[config.mk]
export PLATFORM = sky130hd
export DESIGN_NAME = network_association_learner
export DESIGN_NICKNAME = d
export VERILOG_FILES = /design/src/assoc_pkg.sv /design/src/network_association_learner.sv
export SDC_FILE = /design/constraint.sdc
export NUM_CORES = 2
export LEC_CHECK = 0
export ABC_AREA = 1
export BUFFER_PORTS_ARGS = -buffer_cell sky130_fd_sc_hd__buf_2
export CAP_MARGIN = 20
export CELL_PAD_IN_SITES_DETAIL_PLACEMENT = 1
export CELL_PAD_IN_SITES_GLOBAL_PLACEMENT = 2
export CORE_AREA = 2 2 456 458
export DETAILED_ROUTE_END_ITERATION = 8
export DIE_AREA = 0 0 458 460
export HOLD_SLACK_MARGIN = 0.08
export PLACE_DENSITY_LB_ADDON = 0.08
export SETUP_SLACK_MARGIN = 0.2
export SLEW_MARGIN = 20
export SYNTH_ARGS = -nofsm -noshare
export SYNTH_HDL_FRONTEND = slang
export SYNTH_SLANG_ARGS = --single-unit
[constraint.sdc]
create_clock -name clk -period 5 [get_ports clk]
set_input_delay 0.5 -clock clk [delete_from_list [all_inputs] [get_ports clk]]
set_output_delay 0.5 -clock clk [all_outputs]
set_load 0.02 [all_outputs]
[src/assoc_pkg.sv]
package assoc_pkg;
	localparam int unsigned CLK_HZ          = 100_000_000;
	localparam int unsigned ID_W            = 32;
	localparam int unsigned LIST_DEPTH      = 60;
	localparam int unsigned SLOT_W          = 6;
	localparam int unsigned MODE_W          = 3;
	localparam int unsigned LEARN_HOLD_MS   = 20;
	localparam int unsigned LEARN_WIN_MS    = 10_000;
	localparam int unsigned CLEAR_HOLD_MS   = 10_000;
	localparam int unsigned CLEAR_SIG_MS    = 3_000;
	localparam int unsigned BLINK_MS        = 50;
	localparam int unsigned WAKE_MS         = 3;
	localparam int unsigned LEARN_HOLD_CYC  = LEARN_HOLD_MS * (CLK_HZ / 1000);
	localparam int unsigned LEARN_WIN_CYC   = LEARN_WIN_MS * (CLK_HZ / 1000);
	localparam int unsigned CLEAR_HOLD_CYC  = CLEAR_HOLD_MS * (CLK_HZ / 1000);
	localparam int unsigned CLEAR_SIG_CYC   = CLEAR_SIG_MS * (CLK_HZ / 1000);
	localparam int unsigned BLINK_CYC       = BLINK_MS * (CLK_HZ / 1000);
	localparam int unsigned WAKE_CYC        = WAKE_MS * (CLK_HZ / 1000);
	localparam int unsigned BLINK_TOGGLES   = 6;
	localparam logic [MODE_W-1:0] MODE_RESET = 3'h0;
	localparam logic [31:0] SELF_ID_DEFAULT  = 32'h1234ABCD; // value arbitrary

	typedef enum logic [2:0] {
		ST_WAKE  = 3'b000,
		ST_IDLE  = 3'b001,
		ST_LEARN = 3'b011,
		ST_BLINK = 3'b010,
		ST_LOW   = 3'b110,
		ST_CLRSG = 3'b111
	} learn_state_e;

	typedef struct packed {
		logic            valid;
		logic [ID_W-1:0] sender;
		logic [7:0]      data;
	} rx_pkt_s;

	typedef struct packed {
		logic            valid;
		logic [ID_W-1:0] sender;
		logic [7:0]      data;
	} tx_pkt_s;

	function automatic logic mode_is_network(input logic [MODE_W-1:0] m);
		return (m == 3'h3) || (m == 3'h5) || (m == 3'h7);
	endfunction
endpackage

[src/network_association_learner.sv]
// Operation
// - own 32-bit identifier is fixed at build time, never writable.
// - every outgoing packet carries own identifier in its sender field.
// - in network modes, received payloads pass only from associated senders.
// - learn pin high at least 20 ms then low enters learning.
// - during learning the learn pin is driven high as an output.
// - first packet during learning stores its sender; its payload is dropped.
// - after a learn, pin blinks on and off three times.
// - learning ends on any received packet or 10 s timeout; pin low, then input.
// - list holds up to 60 distinct identifiers.
// - no single-entry removal; only whole-list clear exists.
// - learn pin high at least 10 s then released clears the list.
// - after clear, pin alternates fast for a few seconds.
// - with entries stored, only stored senders' payloads are accepted.
// - network mode with empty list passes no received payloads.
// - learn procedure works only in modes 3, 5 and 7.
// - active-low reset restarts and re-samples the three mode pins.
// - mode pins are sampled once after reset, later changes ignored.
// - ready for traffic 3 ms after reset release.
`timescale 1ns/10ps
module network_association_learner #(
	parameter logic [31:0] SELF_ID     = assoc_pkg::SELF_ID_DEFAULT, // value arbitrary
	parameter int unsigned HOLD_CYC    = assoc_pkg::LEARN_HOLD_CYC,
	parameter int unsigned WIN_CYC     = assoc_pkg::LEARN_WIN_CYC,
	parameter int unsigned CLRH_CYC    = assoc_pkg::CLEAR_HOLD_CYC,
	parameter int unsigned CLRS_CYC    = assoc_pkg::CLEAR_SIG_CYC,
	parameter int unsigned BLNK_CYC    = assoc_pkg::BLINK_CYC,
	parameter int unsigned WK_CYC      = assoc_pkg::WAKE_CYC,
	parameter int unsigned DEPTH       = assoc_pkg::LIST_DEPTH
) (
	input  wire logic                          clk,
	input  wire logic                          nrst,
	input  wire logic [assoc_pkg::MODE_W-1:0]  mode_sel,
	input  wire logic                          learn_in,
	output logic                               learn_out,
	output logic                               learn_oe,
	input  wire assoc_pkg::rx_pkt_s            rx_pkt,
	output assoc_pkg::rx_pkt_s                 rx_acc,
	input  wire assoc_pkg::tx_pkt_s            tx_pkt,
	output assoc_pkg::tx_pkt_s                 tx_out,
	output logic                               ready,
	output logic [assoc_pkg::MODE_W-1:0]       mode_active,
	output logic [assoc_pkg::SLOT_W-1:0]       list_count
);
	import assoc_pkg::*;

	// elaboration check: slot counter is 6 bits, every span needs at least one cycle
	if (DEPTH < 1 || DEPTH > 63 || HOLD_CYC < 1 || WIN_CYC < 1 || CLRH_CYC <= HOLD_CYC
		|| CLRS_CYC < 1 || BLNK_CYC < 1 || WK_CYC < 1) begin : g_bad_param
		$error("network_association_learner: unsupported parameter values");
	end

	logic                  pin_s1_reg;
	logic                  pin_s2_reg;
	logic [MODE_W-1:0]     mode_s1_reg;
	logic [MODE_W-1:0]     mode_s2_reg;
	logic                  sampled_reg;
	logic [MODE_W-1:0]     mode_reg;
	learn_state_e          state_reg;
	learn_state_e          state_next;
	logic [31:0]           timer_reg;
	logic [31:0]           timer_next;
	logic [31:0]           hold_reg;
	logic [2:0]            blink_reg;
	logic [2:0]            blink_next;
	logic [ID_W-1:0]       list_mem [DEPTH];
	logic [DEPTH-1:0]      used_reg;
	logic [SLOT_W-1:0]     count_reg;
	logic                  out_reg;
	logic                  oe_reg;
	logic                  out_next;
	logic                  oe_next;
	logic                  ready_reg;
	rx_pkt_s               rx_reg;
	tx_pkt_s               tx_reg;

	wire                   net_mode   = mode_is_network(mode_reg);
	wire                   idle_pin   = (state_reg == ST_IDLE) && net_mode;
	wire                   pin_fall   = idle_pin && !pin_s2_reg && (hold_reg != 32'h0);
	wire                   go_learn   = pin_fall && (hold_reg >= HOLD_CYC) && (hold_reg < CLRH_CYC);
	wire                   go_clear   = pin_fall && (hold_reg >= CLRH_CYC);
	wire [DEPTH-1:0]       hit_vec;
	wire                   hit        = |hit_vec;
	wire                   full       = (count_reg == SLOT_W'(DEPTH));
	wire                   learn_pkt  = (state_reg == ST_LEARN) && rx_pkt.valid;
	wire                   store_new  = learn_pkt && !hit && !full;
	wire                   pass_rx    = ready_reg && rx_pkt.valid && (state_reg != ST_LEARN)
		&& (!net_mode || hit);
	wire                   timer_done = (timer_reg == 32'h0);

	genvar gi;
	generate
		for (gi = 0; gi < DEPTH; gi++) begin : g_match
			assign hit_vec[gi] = used_reg[gi] && (list_mem[gi] == rx_pkt.sender);
		end
	endgenerate

	function automatic logic [SLOT_W-1:0] first_free(input logic [DEPTH-1:0] u);
		logic [SLOT_W-1:0] idx;
		idx = '0;
		for (int i = DEPTH - 1; i >= 0; i--) begin
			if (!u[i])
				idx = SLOT_W'(i);
		end
		return idx;
	endfunction

	wire [SLOT_W-1:0]      free_slot = first_free(used_reg);

	always_ff @(posedge clk) begin
		pin_s1_reg  <= learn_in;
		pin_s2_reg  <= pin_s1_reg;
		mode_s1_reg <= mode_sel;
		mode_s2_reg <= mode_s1_reg;
	end

	always_ff @(posedge clk) begin
		if (!nrst) begin
			sampled_reg <= 1'b0;
			mode_reg    <= MODE_RESET;
		end else if (!sampled_reg && state_reg == ST_WAKE && timer_reg == WK_CYC - 1) begin
			sampled_reg <= 1'b1;
			mode_reg    <= mode_s2_reg;
		end
	end

	always_ff @(posedge clk) begin
		if (!nrst)
			hold_reg <= 32'h0;
		else if (!idle_pin || !pin_s2_reg)
			hold_reg <= 32'h0;
		else if (hold_reg != 32'hFFFFFFFF)
			hold_reg <= hold_reg + 32'h1;
	end

	always_comb begin
		state_next = state_reg;
		timer_next = timer_done ? 32'h0 : timer_reg - 32'h1;
		blink_next = blink_reg;
		out_next   = out_reg;
		oe_next    = oe_reg;
		case (state_reg)
			ST_WAKE: begin
				if (timer_done) begin
					state_next = ST_IDLE;
				end
			end
			ST_IDLE: begin
				oe_next  = 1'b0;
				out_next = 1'b0;
				if (go_learn) begin
					state_next = ST_LEARN;
					timer_next = WIN_CYC - 1;
					oe_next    = 1'b1;
					out_next   = 1'b1;
				end else if (go_clear) begin
					state_next = ST_CLRSG;
					timer_next = CLRS_CYC - 1;
					blink_next = 3'h0;
					oe_next    = 1'b1;
					out_next   = 1'b1;
				end
			end
			ST_LEARN: begin
				if (learn_pkt && !full | hit) begin
					state_next = ST_BLINK;
					timer_next = BLNK_CYC - 1;
					blink_next = 3'h0;
					out_next   = 1'b0;
				end else if (learn_pkt || timer_done) begin
					state_next = ST_LOW;
					out_next   = 1'b0;
				end
			end
			ST_BLINK: begin
				if (timer_done) begin
					timer_next = BLNK_CYC - 1;
					if (blink_reg == 3'(BLINK_TOGGLES - 1)) begin
						state_next = ST_LOW;
						out_next   = 1'b0;
					end else begin
						blink_next = blink_reg + 3'h1;
						out_next   = !out_reg;
					end
				end
			end
			ST_LOW: begin
				state_next = ST_IDLE;
				oe_next    = 1'b0;
			end
			ST_CLRSG: begin
				if (timer_done) begin
					state_next = ST_LOW;
					out_next   = 1'b0;
				end else begin
					out_next   = !out_reg;
				end
			end
			default: begin
				state_next = ST_IDLE;
				oe_next    = 1'b0;
				out_next   = 1'b0;
			end
		endcase
	end

	always_ff @(posedge clk) begin
		if (!nrst) begin
			state_reg <= ST_WAKE;
			timer_reg <= WK_CYC;
			blink_reg <= 3'h0;
			out_reg   <= 1'b0;
			oe_reg    <= 1'b0;
		end else begin
			state_reg <= state_next;
			timer_reg <= timer_next;
			blink_reg <= blink_next;
			out_reg   <= out_next;
			oe_reg    <= oe_next;
		end
	end

	always_ff @(posedge clk) begin
		if (!nrst) begin
			used_reg  <= '0;
			count_reg <= '0;
		end else if (go_clear) begin
			used_reg  <= '0;
			count_reg <= '0;
		end else if (store_new) begin
			used_reg[free_slot] <= 1'b1;
			count_reg           <= count_reg + SLOT_W'(1);
		end
	end

	always_ff @(posedge clk) begin
		if (store_new)
			list_mem[free_slot] <= rx_pkt.sender;
	end

	always_ff @(posedge clk) begin
		if (!nrst) begin
			ready_reg <= 1'b0;
			rx_reg    <= '0;
			tx_reg    <= '0;
		end else begin
			ready_reg     <= (state_next != ST_WAKE);
			rx_reg        <= pass_rx ? rx_pkt : '0;
			tx_reg.valid  <= ready_reg && tx_pkt.valid;
			tx_reg.data   <= tx_pkt.data;
			tx_reg.sender <= SELF_ID;
		end
	end

	assign learn_out   = out_reg;
	assign learn_oe    = oe_reg;
	assign rx_acc      = rx_reg;
	assign tx_out      = tx_reg;
	assign ready       = ready_reg;
	assign mode_active = mode_reg;
	assign list_count  = count_reg;

	a_tx_sender: assert property (@(posedge clk) disable iff (!nrst)
		tx_out.valid |-> tx_out.sender == SELF_ID)
		else $error("tx sender not own id");
	a_learn_drive: assert property (@(posedge clk) disable iff (!nrst)
		state_reg == ST_LEARN |-> learn_oe && learn_out)
		else $error("learn pin not high");
	a_learn_drop: assert property (@(posedge clk) disable iff (!nrst)
		state_reg == ST_LEARN |=> !rx_acc.valid)
		else $error("learn payload passed");
	a_empty_mute: assert property (@(posedge clk) disable iff (!nrst)
		net_mode && count_reg == '0 && state_reg != ST_LEARN |=> !rx_acc.valid)
		else $error("empty list passed data");
	a_list_bound: assert property (@(posedge clk) disable iff (!nrst)
		list_count <= SLOT_W'(DEPTH))
		else $error("list overflow");
	a_store_count: assert property (@(posedge clk) disable iff (!nrst)
		store_new |=> list_count == $past(list_count) + SLOT_W'(1))
		else $error("new id did not take one slot");
	a_dup_slot: assert property (@(posedge clk) disable iff (!nrst)
		learn_pkt && hit |=> $stable(list_count))
		else $error("duplicate took slot");
	a_full_exit: assert property (@(posedge clk) disable iff (!nrst)
		learn_pkt && full && !hit |=> state_reg == ST_LOW ##1 !learn_oe)
		else $error("full exit wrong");
	a_mode_hold: assert property (@(posedge clk) disable iff (!nrst)
		sampled_reg |=> $stable(mode_active))
		else $error("mode changed");
	a_low_exit: assert property (@(posedge clk) disable iff (!nrst)
		state_reg == ST_LOW |-> !learn_out ##1 !learn_oe)
		else $error("exit not low then input");
	a_non_net: assert property (@(posedge clk) disable iff (!nrst)
		!net_mode |-> state_reg inside {ST_WAKE, ST_IDLE})
		else $error("learn outside network mode");
	a_clear_empty: assert property (@(posedge clk) disable iff (!nrst)
		go_clear |=> list_count == '0)
		else $error("list not erased");
	a_clear_toggle: assert property (@(posedge clk) disable iff (!nrst)
		state_reg == ST_CLRSG && !timer_done |=> learn_out != $past(learn_out))
		else $error("clear pattern not alternating");
	a_wake_quiet: assert property (@(posedge clk) disable iff (!nrst)
		state_reg == ST_WAKE |-> !ready && !learn_oe)
		else $error("active before wake time over");
endmodule // network_association_learner

### Word-level counts from Yosys, hierarchy flattened

Memory sizes are Yosys's and may differ from the RTL's.
Cells that the tools add are included.

| storage, ports and cells | value |
|---|---|
| register bits after elaboration | 233 |
| bits in writable memories | 1920 |
| output and inout port bits | 94 |
| word-level logic and storage cells | 311 |
| memories | 1 |

| cells by class | value |
|---|---|
| $add $sub $neg | 4 |
| magnitude comparators | 5 |
| eq/ne operators | 79 |
| muxes and demuxes | 95 |
| bitwise operators | 4 |
| reductions and logical operators | 102 |

Memory list:

| memory | depth | bits a word | rd ports | clocked after Yosys merged registers in | wr ports | RTL line | RTL |
|---|---|---|---|---|---|---|---|
| list_mem | 60 | 32 | 60 | 0 | 1 | network_association_learner.sv:66 | `logic [ID_W-1:0] list_mem [DEPTH];` |

Operators with widths:

| operator | count |
|---|---|
| $eq A32 B32 Y1 | 60 |
| $mux W6 | 60 |
| $mux W32 | 5 |
| $pmux W32 S3 | 1 |
| $logic_and A1 B1 Y1 | 77 |
| $or A60 B60 Y60 | 1 |
| $reduce_or A60 Y1 | 1 |
| $mux W3 | 13 |
| $mux W37 | 1 |
| $add A32 B1 Y32 const B | 1 |
| $eq A32 B19 Y1 const B | 1 |
| $ge A32 B21 Y1 const B | 1 |
| $ge A32 B30 Y1 const B | 1 |
| $logic_not A32 Y1 | 1 |
| $lt A32 B30 Y1 const B | 1 |
| $ne A32 B32 Y1 const B | 1 |
| $reduce_bool A32 Y1 | 1 |
| $sub A32 B1 Y32 const B | 1 |
| $eq A3 B3 Y1 const B | 5 |
| $pmux W3 S5 | 1 |
| $mux W1 | 10 |
| $eq A3 B2 Y1 const B | 3 |
| $pmux W3 S3 | 1 |
| $ne A2 B2 Y1 const B | 4 |
| 23 further kinds | 37 |

### Longest topological paths before layout

| logic depth | value |
|---|---|
| depth after elaboration | 65 |
| gate-level depth with buffers | 63 |

### Worst setup path before layout

No wires, ideal clock.

| timing | value |
|---|---|
| kind | input -> register |
| from | input rx_pkt[34] (netlist bit) |
| to | memory list_mem[25][0] (enable) |
| arrival | 4105 ps |
| data required time | 4613 ps |
| slack | 508 ps |
| cell stages on the path | 17 |
| path through | buf_2 -> inv_2 -> buf_2 -> buf_4 -> buf_2 -> buf_2 -> a221oi_1 -> nand4_1 -> o41ai_1 -> nor4_1 -> nand3_1 -> nor4b_2 -> nand3b_1 -> nand2b_1 -> nor2_1 -> nand4_1 -> inv_1 |

| on the way | value |
|---|---|
| cells in the longest elaborated chain, start to end | 8 |
| elaborated cells between the ends (all ways) | 126 |

Ends and longest elaborated chain:

| what | RTL line | RTL |
|---|---|---|
| from (decl) | network_association_learner.sv:37 | `input wire assoc_pkg::rx_pkt_s rx_pkt,` |
| $eq A32 B32 Y1 | network_association_learner.sv:94 | `assign hit_vec[gi] = used_reg[gi] && (list_mem[gi] == rx_pkt.sender);` |
| $logic_and A1 B1 Y1 | network_association_learner.sv:94 |  |
| $reduce_or A60 Y1 (*) | network_association_learner.sv:83 | `wire hit = \|hit_vec;` |
| $logic_not A1 Y1 (*) | network_association_learner.sv:86 | `wire store_new = learn_pkt && !hit && !full;` |
| $logic_and A1 B1 Y1 (*) (2 in series) | network_association_learner.sv:86 |  |
| $mux W1 (*) | network_association_learner.sv:237 | `if (store_new)` |
| $mux W1 (not written as such) (*) | network_association_learner.sv:238 | `list_mem[free_slot] <= rx_pkt.sender;` |
| to (decl) | network_association_learner.sv:66 |  |

Every way passes the cells marked *; elsewhere a longest branch is shown, timed or not.

### Final worst setup path

| timing | value |
|---|---|
| from | register used_reg[59] |
| to | memory list_mem[29][19] (enable) |

| on the way | value |
|---|---|
| cells in the longest elaborated chain, start to end | 60 |
| elaborated cells between the ends (all ways) | 67 |

Ends and longest elaborated chain:

| what | RTL line | RTL |
|---|---|---|
| from (decl) | network_association_learner.sv:67 | `logic [DEPTH-1:0] used_reg;` |
| from (signal assigned) | network_association_learner.sv:225 | `used_reg <= '0;` |
| from (signal assigned) | network_association_learner.sv:228 | `used_reg <= '0;` |
| from (signal, indexed assignment) | network_association_learner.sv:231 | `used_reg[free_slot] <= 1'b1;` |
| $mux W6 (60 in series) | network_association_learner.sv:102 | `if (!u[i])` |

Several ways; a longest one is shown, not always the timed one.

==> metrics <==
Fin Clk Skew 0.0353 ns; Seq cells post-synth 2122; static power due to leakage 38.3 nW; first-pass GRT wire length 531 mm; clock latency reported for the late side of the worst-skew pair 0.91 ns; top cell type's share of synthesized area 0.639; sum of routed wire length over all layers 387 mm; average cell area after synthesis 12.6 µm²; ratio of cells with drive above 1 in the final layout 0.189; Crit path top cell by count sky130_fd_sc_hd__nand2_1; cell count of the worst hold path 2; area enclosed by the die boundary 211000 µm²; post-synth top area cell sky130_fd_sc_hd__edfxtp_1; initial antenna violation count 39; top flip-flop cell by instance count after synthesis sky130_fd_sc_hd__edfxtp_1; CTS Buf Count 229; height of the chip 460 µm; post-CTS clock slew at the launch and capture registers of the worst setup and hold paths 0.06 ns; Routed wire per std cell 35.5 µm; nets 8102; worst reg2reg startpoint used_reg[59]; via total after detailed routing 69500; flop2flop setup slack -0.13 ns; most used standard cell by instance count after synthesis sky130_fd_sc_hd__edfxtp_1; deepest level of the CTS H-tree 4; Worst-Margin Slew 1.06 ns; Buffers on Ports 132; worst hold path startpoint rx_pkt[39]; final RePlAce weighted congestion 0.908; I/O pin count 182; critical path endpoint category flop; number of instances in the placed design 10300; worst min-delay path category input port to flop; MaxCap Viol Count 0; synthesis warning total 0; detail-routed via count per cell 6.37; outcome complete, but fails checks; CTS tree done; maximum buffer depth of the clock tree 3; # DRC 0; die boundary width 458 µm; WP data required 5.60 ns; Yosys cell types 58; number of flip-flops under the largest register name 1920; final setup TNS -42.55 ns; Startpoint Class flop; aggregate global routing overflow 0; Iteration-0 DRC Markers 9358; unrepaired setup endpoints after global routing true; sequential fraction of the synthesis area 0.684; pins over their slew limit 0; overall routing resource usage 0.356; worst setup path class flop to flop; final number of hold-violating endpoints 0; Peak Freq 195 MHz; area of the core 206000 µm²; final worst setup slack -0.132 ns; post-detailed-placement half-perimeter wirelength 245 mm; PwrDens 351 nW/µm²; Critical Path Max Stage Delay 0.32 ns; clock sink count 2122; buffer type at the clock tree root sky130_fd_sc_hd__clkbuf_16; worst slew slack as a fraction of its limit 0.291; synth top area cells sky130_fd_sc_hd__edfxtp_1, sky130_fd_sc_hd__dfxtp_1, sky130_fd_sc_hd__nand2_1, sky130_fd_sc_hd__xnor2_1, sky130_fd_sc_hd__o21ai_0; FP Rows 167; R2R Path End list_mem[29][19]; Synth-to-Final Area Change 24.0%; arrival time of the worst setup path 5.73 ns; final critical-path required period 5.13 ns; final number of setup-violating endpoints 937; Hold EP list_mem[7][31]; worst setup timing slack at the placement stage -0.475 ns; period utilization 1.03; Finished Layout Cells 10900; number of iterations in the first detailed-routing pass 6; violated checks negative setup slack; pin count of the biggest net entering global routing 57; antenna violation net count after detailed routing 0; layout filler cell count 20400; cell area after synthesis 90200 µm²; vias in the first global route 68900; worst voltage drop across the vdd grid 423 µV; number of enable-type register cells in the synthesized netlist 1920; cell at the slowest stage of the critical path sky130_fd_sc_hd__dfxtp_2; top cells by instance count after synthesis sky130_fd_sc_hd__edfxtp_1, sky130_fd_sc_hd__nand2_1, sky130_fd_sc_hd__o21ai_0; Reg2Reg Depth 65; Syn Inst Count 7181; fraction of registers with async set/reset 0; CP max FO 8; starting density of the core 0.438
-- cells in the final DEF, fill, tap and decap left out, drive strengths merged, types with 15 or more instances in the layout --
master       instances
bufinv              16
or2                114
buf                901
a221oi              51
nor2               370
nor4               241
nand2              991
o21ai              548
xnor2              348
nand4              171
nor3                62
xor2               198
conb                17
o2111ai             42
a22o               209
nor4b               34
a2111oi             28
edfxtp            1920
dfxtp              202
dlygate4sd3         37
nand3              125
a41oi               15
clkinv              83
clkbuf             382
and3                17
a22oi               29
a211oi              63
inv                364
a31oi               19
a21oi              163
o22ai              309
or4                 62
-- routing by layer --
layer / share of wire / track usage / wire [µm]
met4: 0.043 / 0.138 / 16600
met1: 0.40 / 0.485 / 153000
met5: 0.00015 / 0 / 59
met2: 0.47 / 0.579 / 181000
met3: 0.095 / 0.0514 / 36600
-- cell families after synthesis --
logic type                 Yosys count  synth area share
and+or+nand+nor                   2196             0.116
DFF                               2122             0.684
AOI/OAI and AO/OA                 1528             0.110
buffers and inverters              780            0.0365
xor gates and xnor gates           546            0.0530
adders and majority gates            8           0.00111
other                                1         0.0000416
-- final cells by class --
class | count | area (µm²) | area share
clock buffers | 328 | 6470 | 0.0578
flip-flops and latches | 2122 | 61700 | 0.551
diodes | 5 | 12.5 | 0.000112
well taps | 2704 | 3380 | 0.0302
multi-input cells | 4295 | 25500 | 0.228
repair buffers | 993 | 12200 | 0.109
clock inverters | 104 | 970 | 0.00867
inverters | 365 | 1620 | 0.0145
-- repair_timing --
item / CTS / global route
hold buffers: 37 / 0
gates cloned: 32 / 76
gates resized for setup: 99 / 110
endpoints found under the hold margin: 85 / 0
pin swaps: 3 / 7
endpoints found under the setup margin: 1857 / 1980
buffers inserted: 41 / 32
-- worst max-delay path: cells and delay by family (launching register included) --
| kind | cells | cell delay (ns) |
|---|---|---|
| simple gates | 59 | 3.60 |
| buf+inv | 6 | 0.90 |
| flops | 1 | 0.32 |
-- worst max path at each step --
stage	from	endpoint	slack, ns	depth (start not counted)
finish	used_reg[59]	list_mem[29][19]	-0.13	65
global route	used_reg[59]	list_mem[29][19]	-0.72	65
global placement	rx_pkt[23]	list_mem[8][27]	-0.45	23
floorplan	rx_pkt[34]	list_mem[25][0]	0.51	17
detailed placement	rx_pkt[23]	list_mem[8][26]	-0.48	23
CTS	used_reg[59]	list_mem[7][23]	-0.05	65
-- stage by stage --
step	utilization	power, W	hold WS, ns	cell area, µm²
after CTS	0.532	0.0393	0.0813	110000
after global placement	0.487	0.0224	0.312	100000
final	0.543	0.0393	0.120	112000
after detailed placement	0.487	0.0225	0.313	100000
after global routing	0.543	0.0401	0.107	112000
after floorplan	-	0.0207	0.310	90300
-- where the power goes --
group / switching [W] / internal (W)
logic: 0.00205 / 0.000804
registers: 0.0000119 / 0.0193
clock network: 0.00735 / 0.00978
total: 0.00940 / 0.0299
No activity file was read; power rests on OpenSTA's default activity.
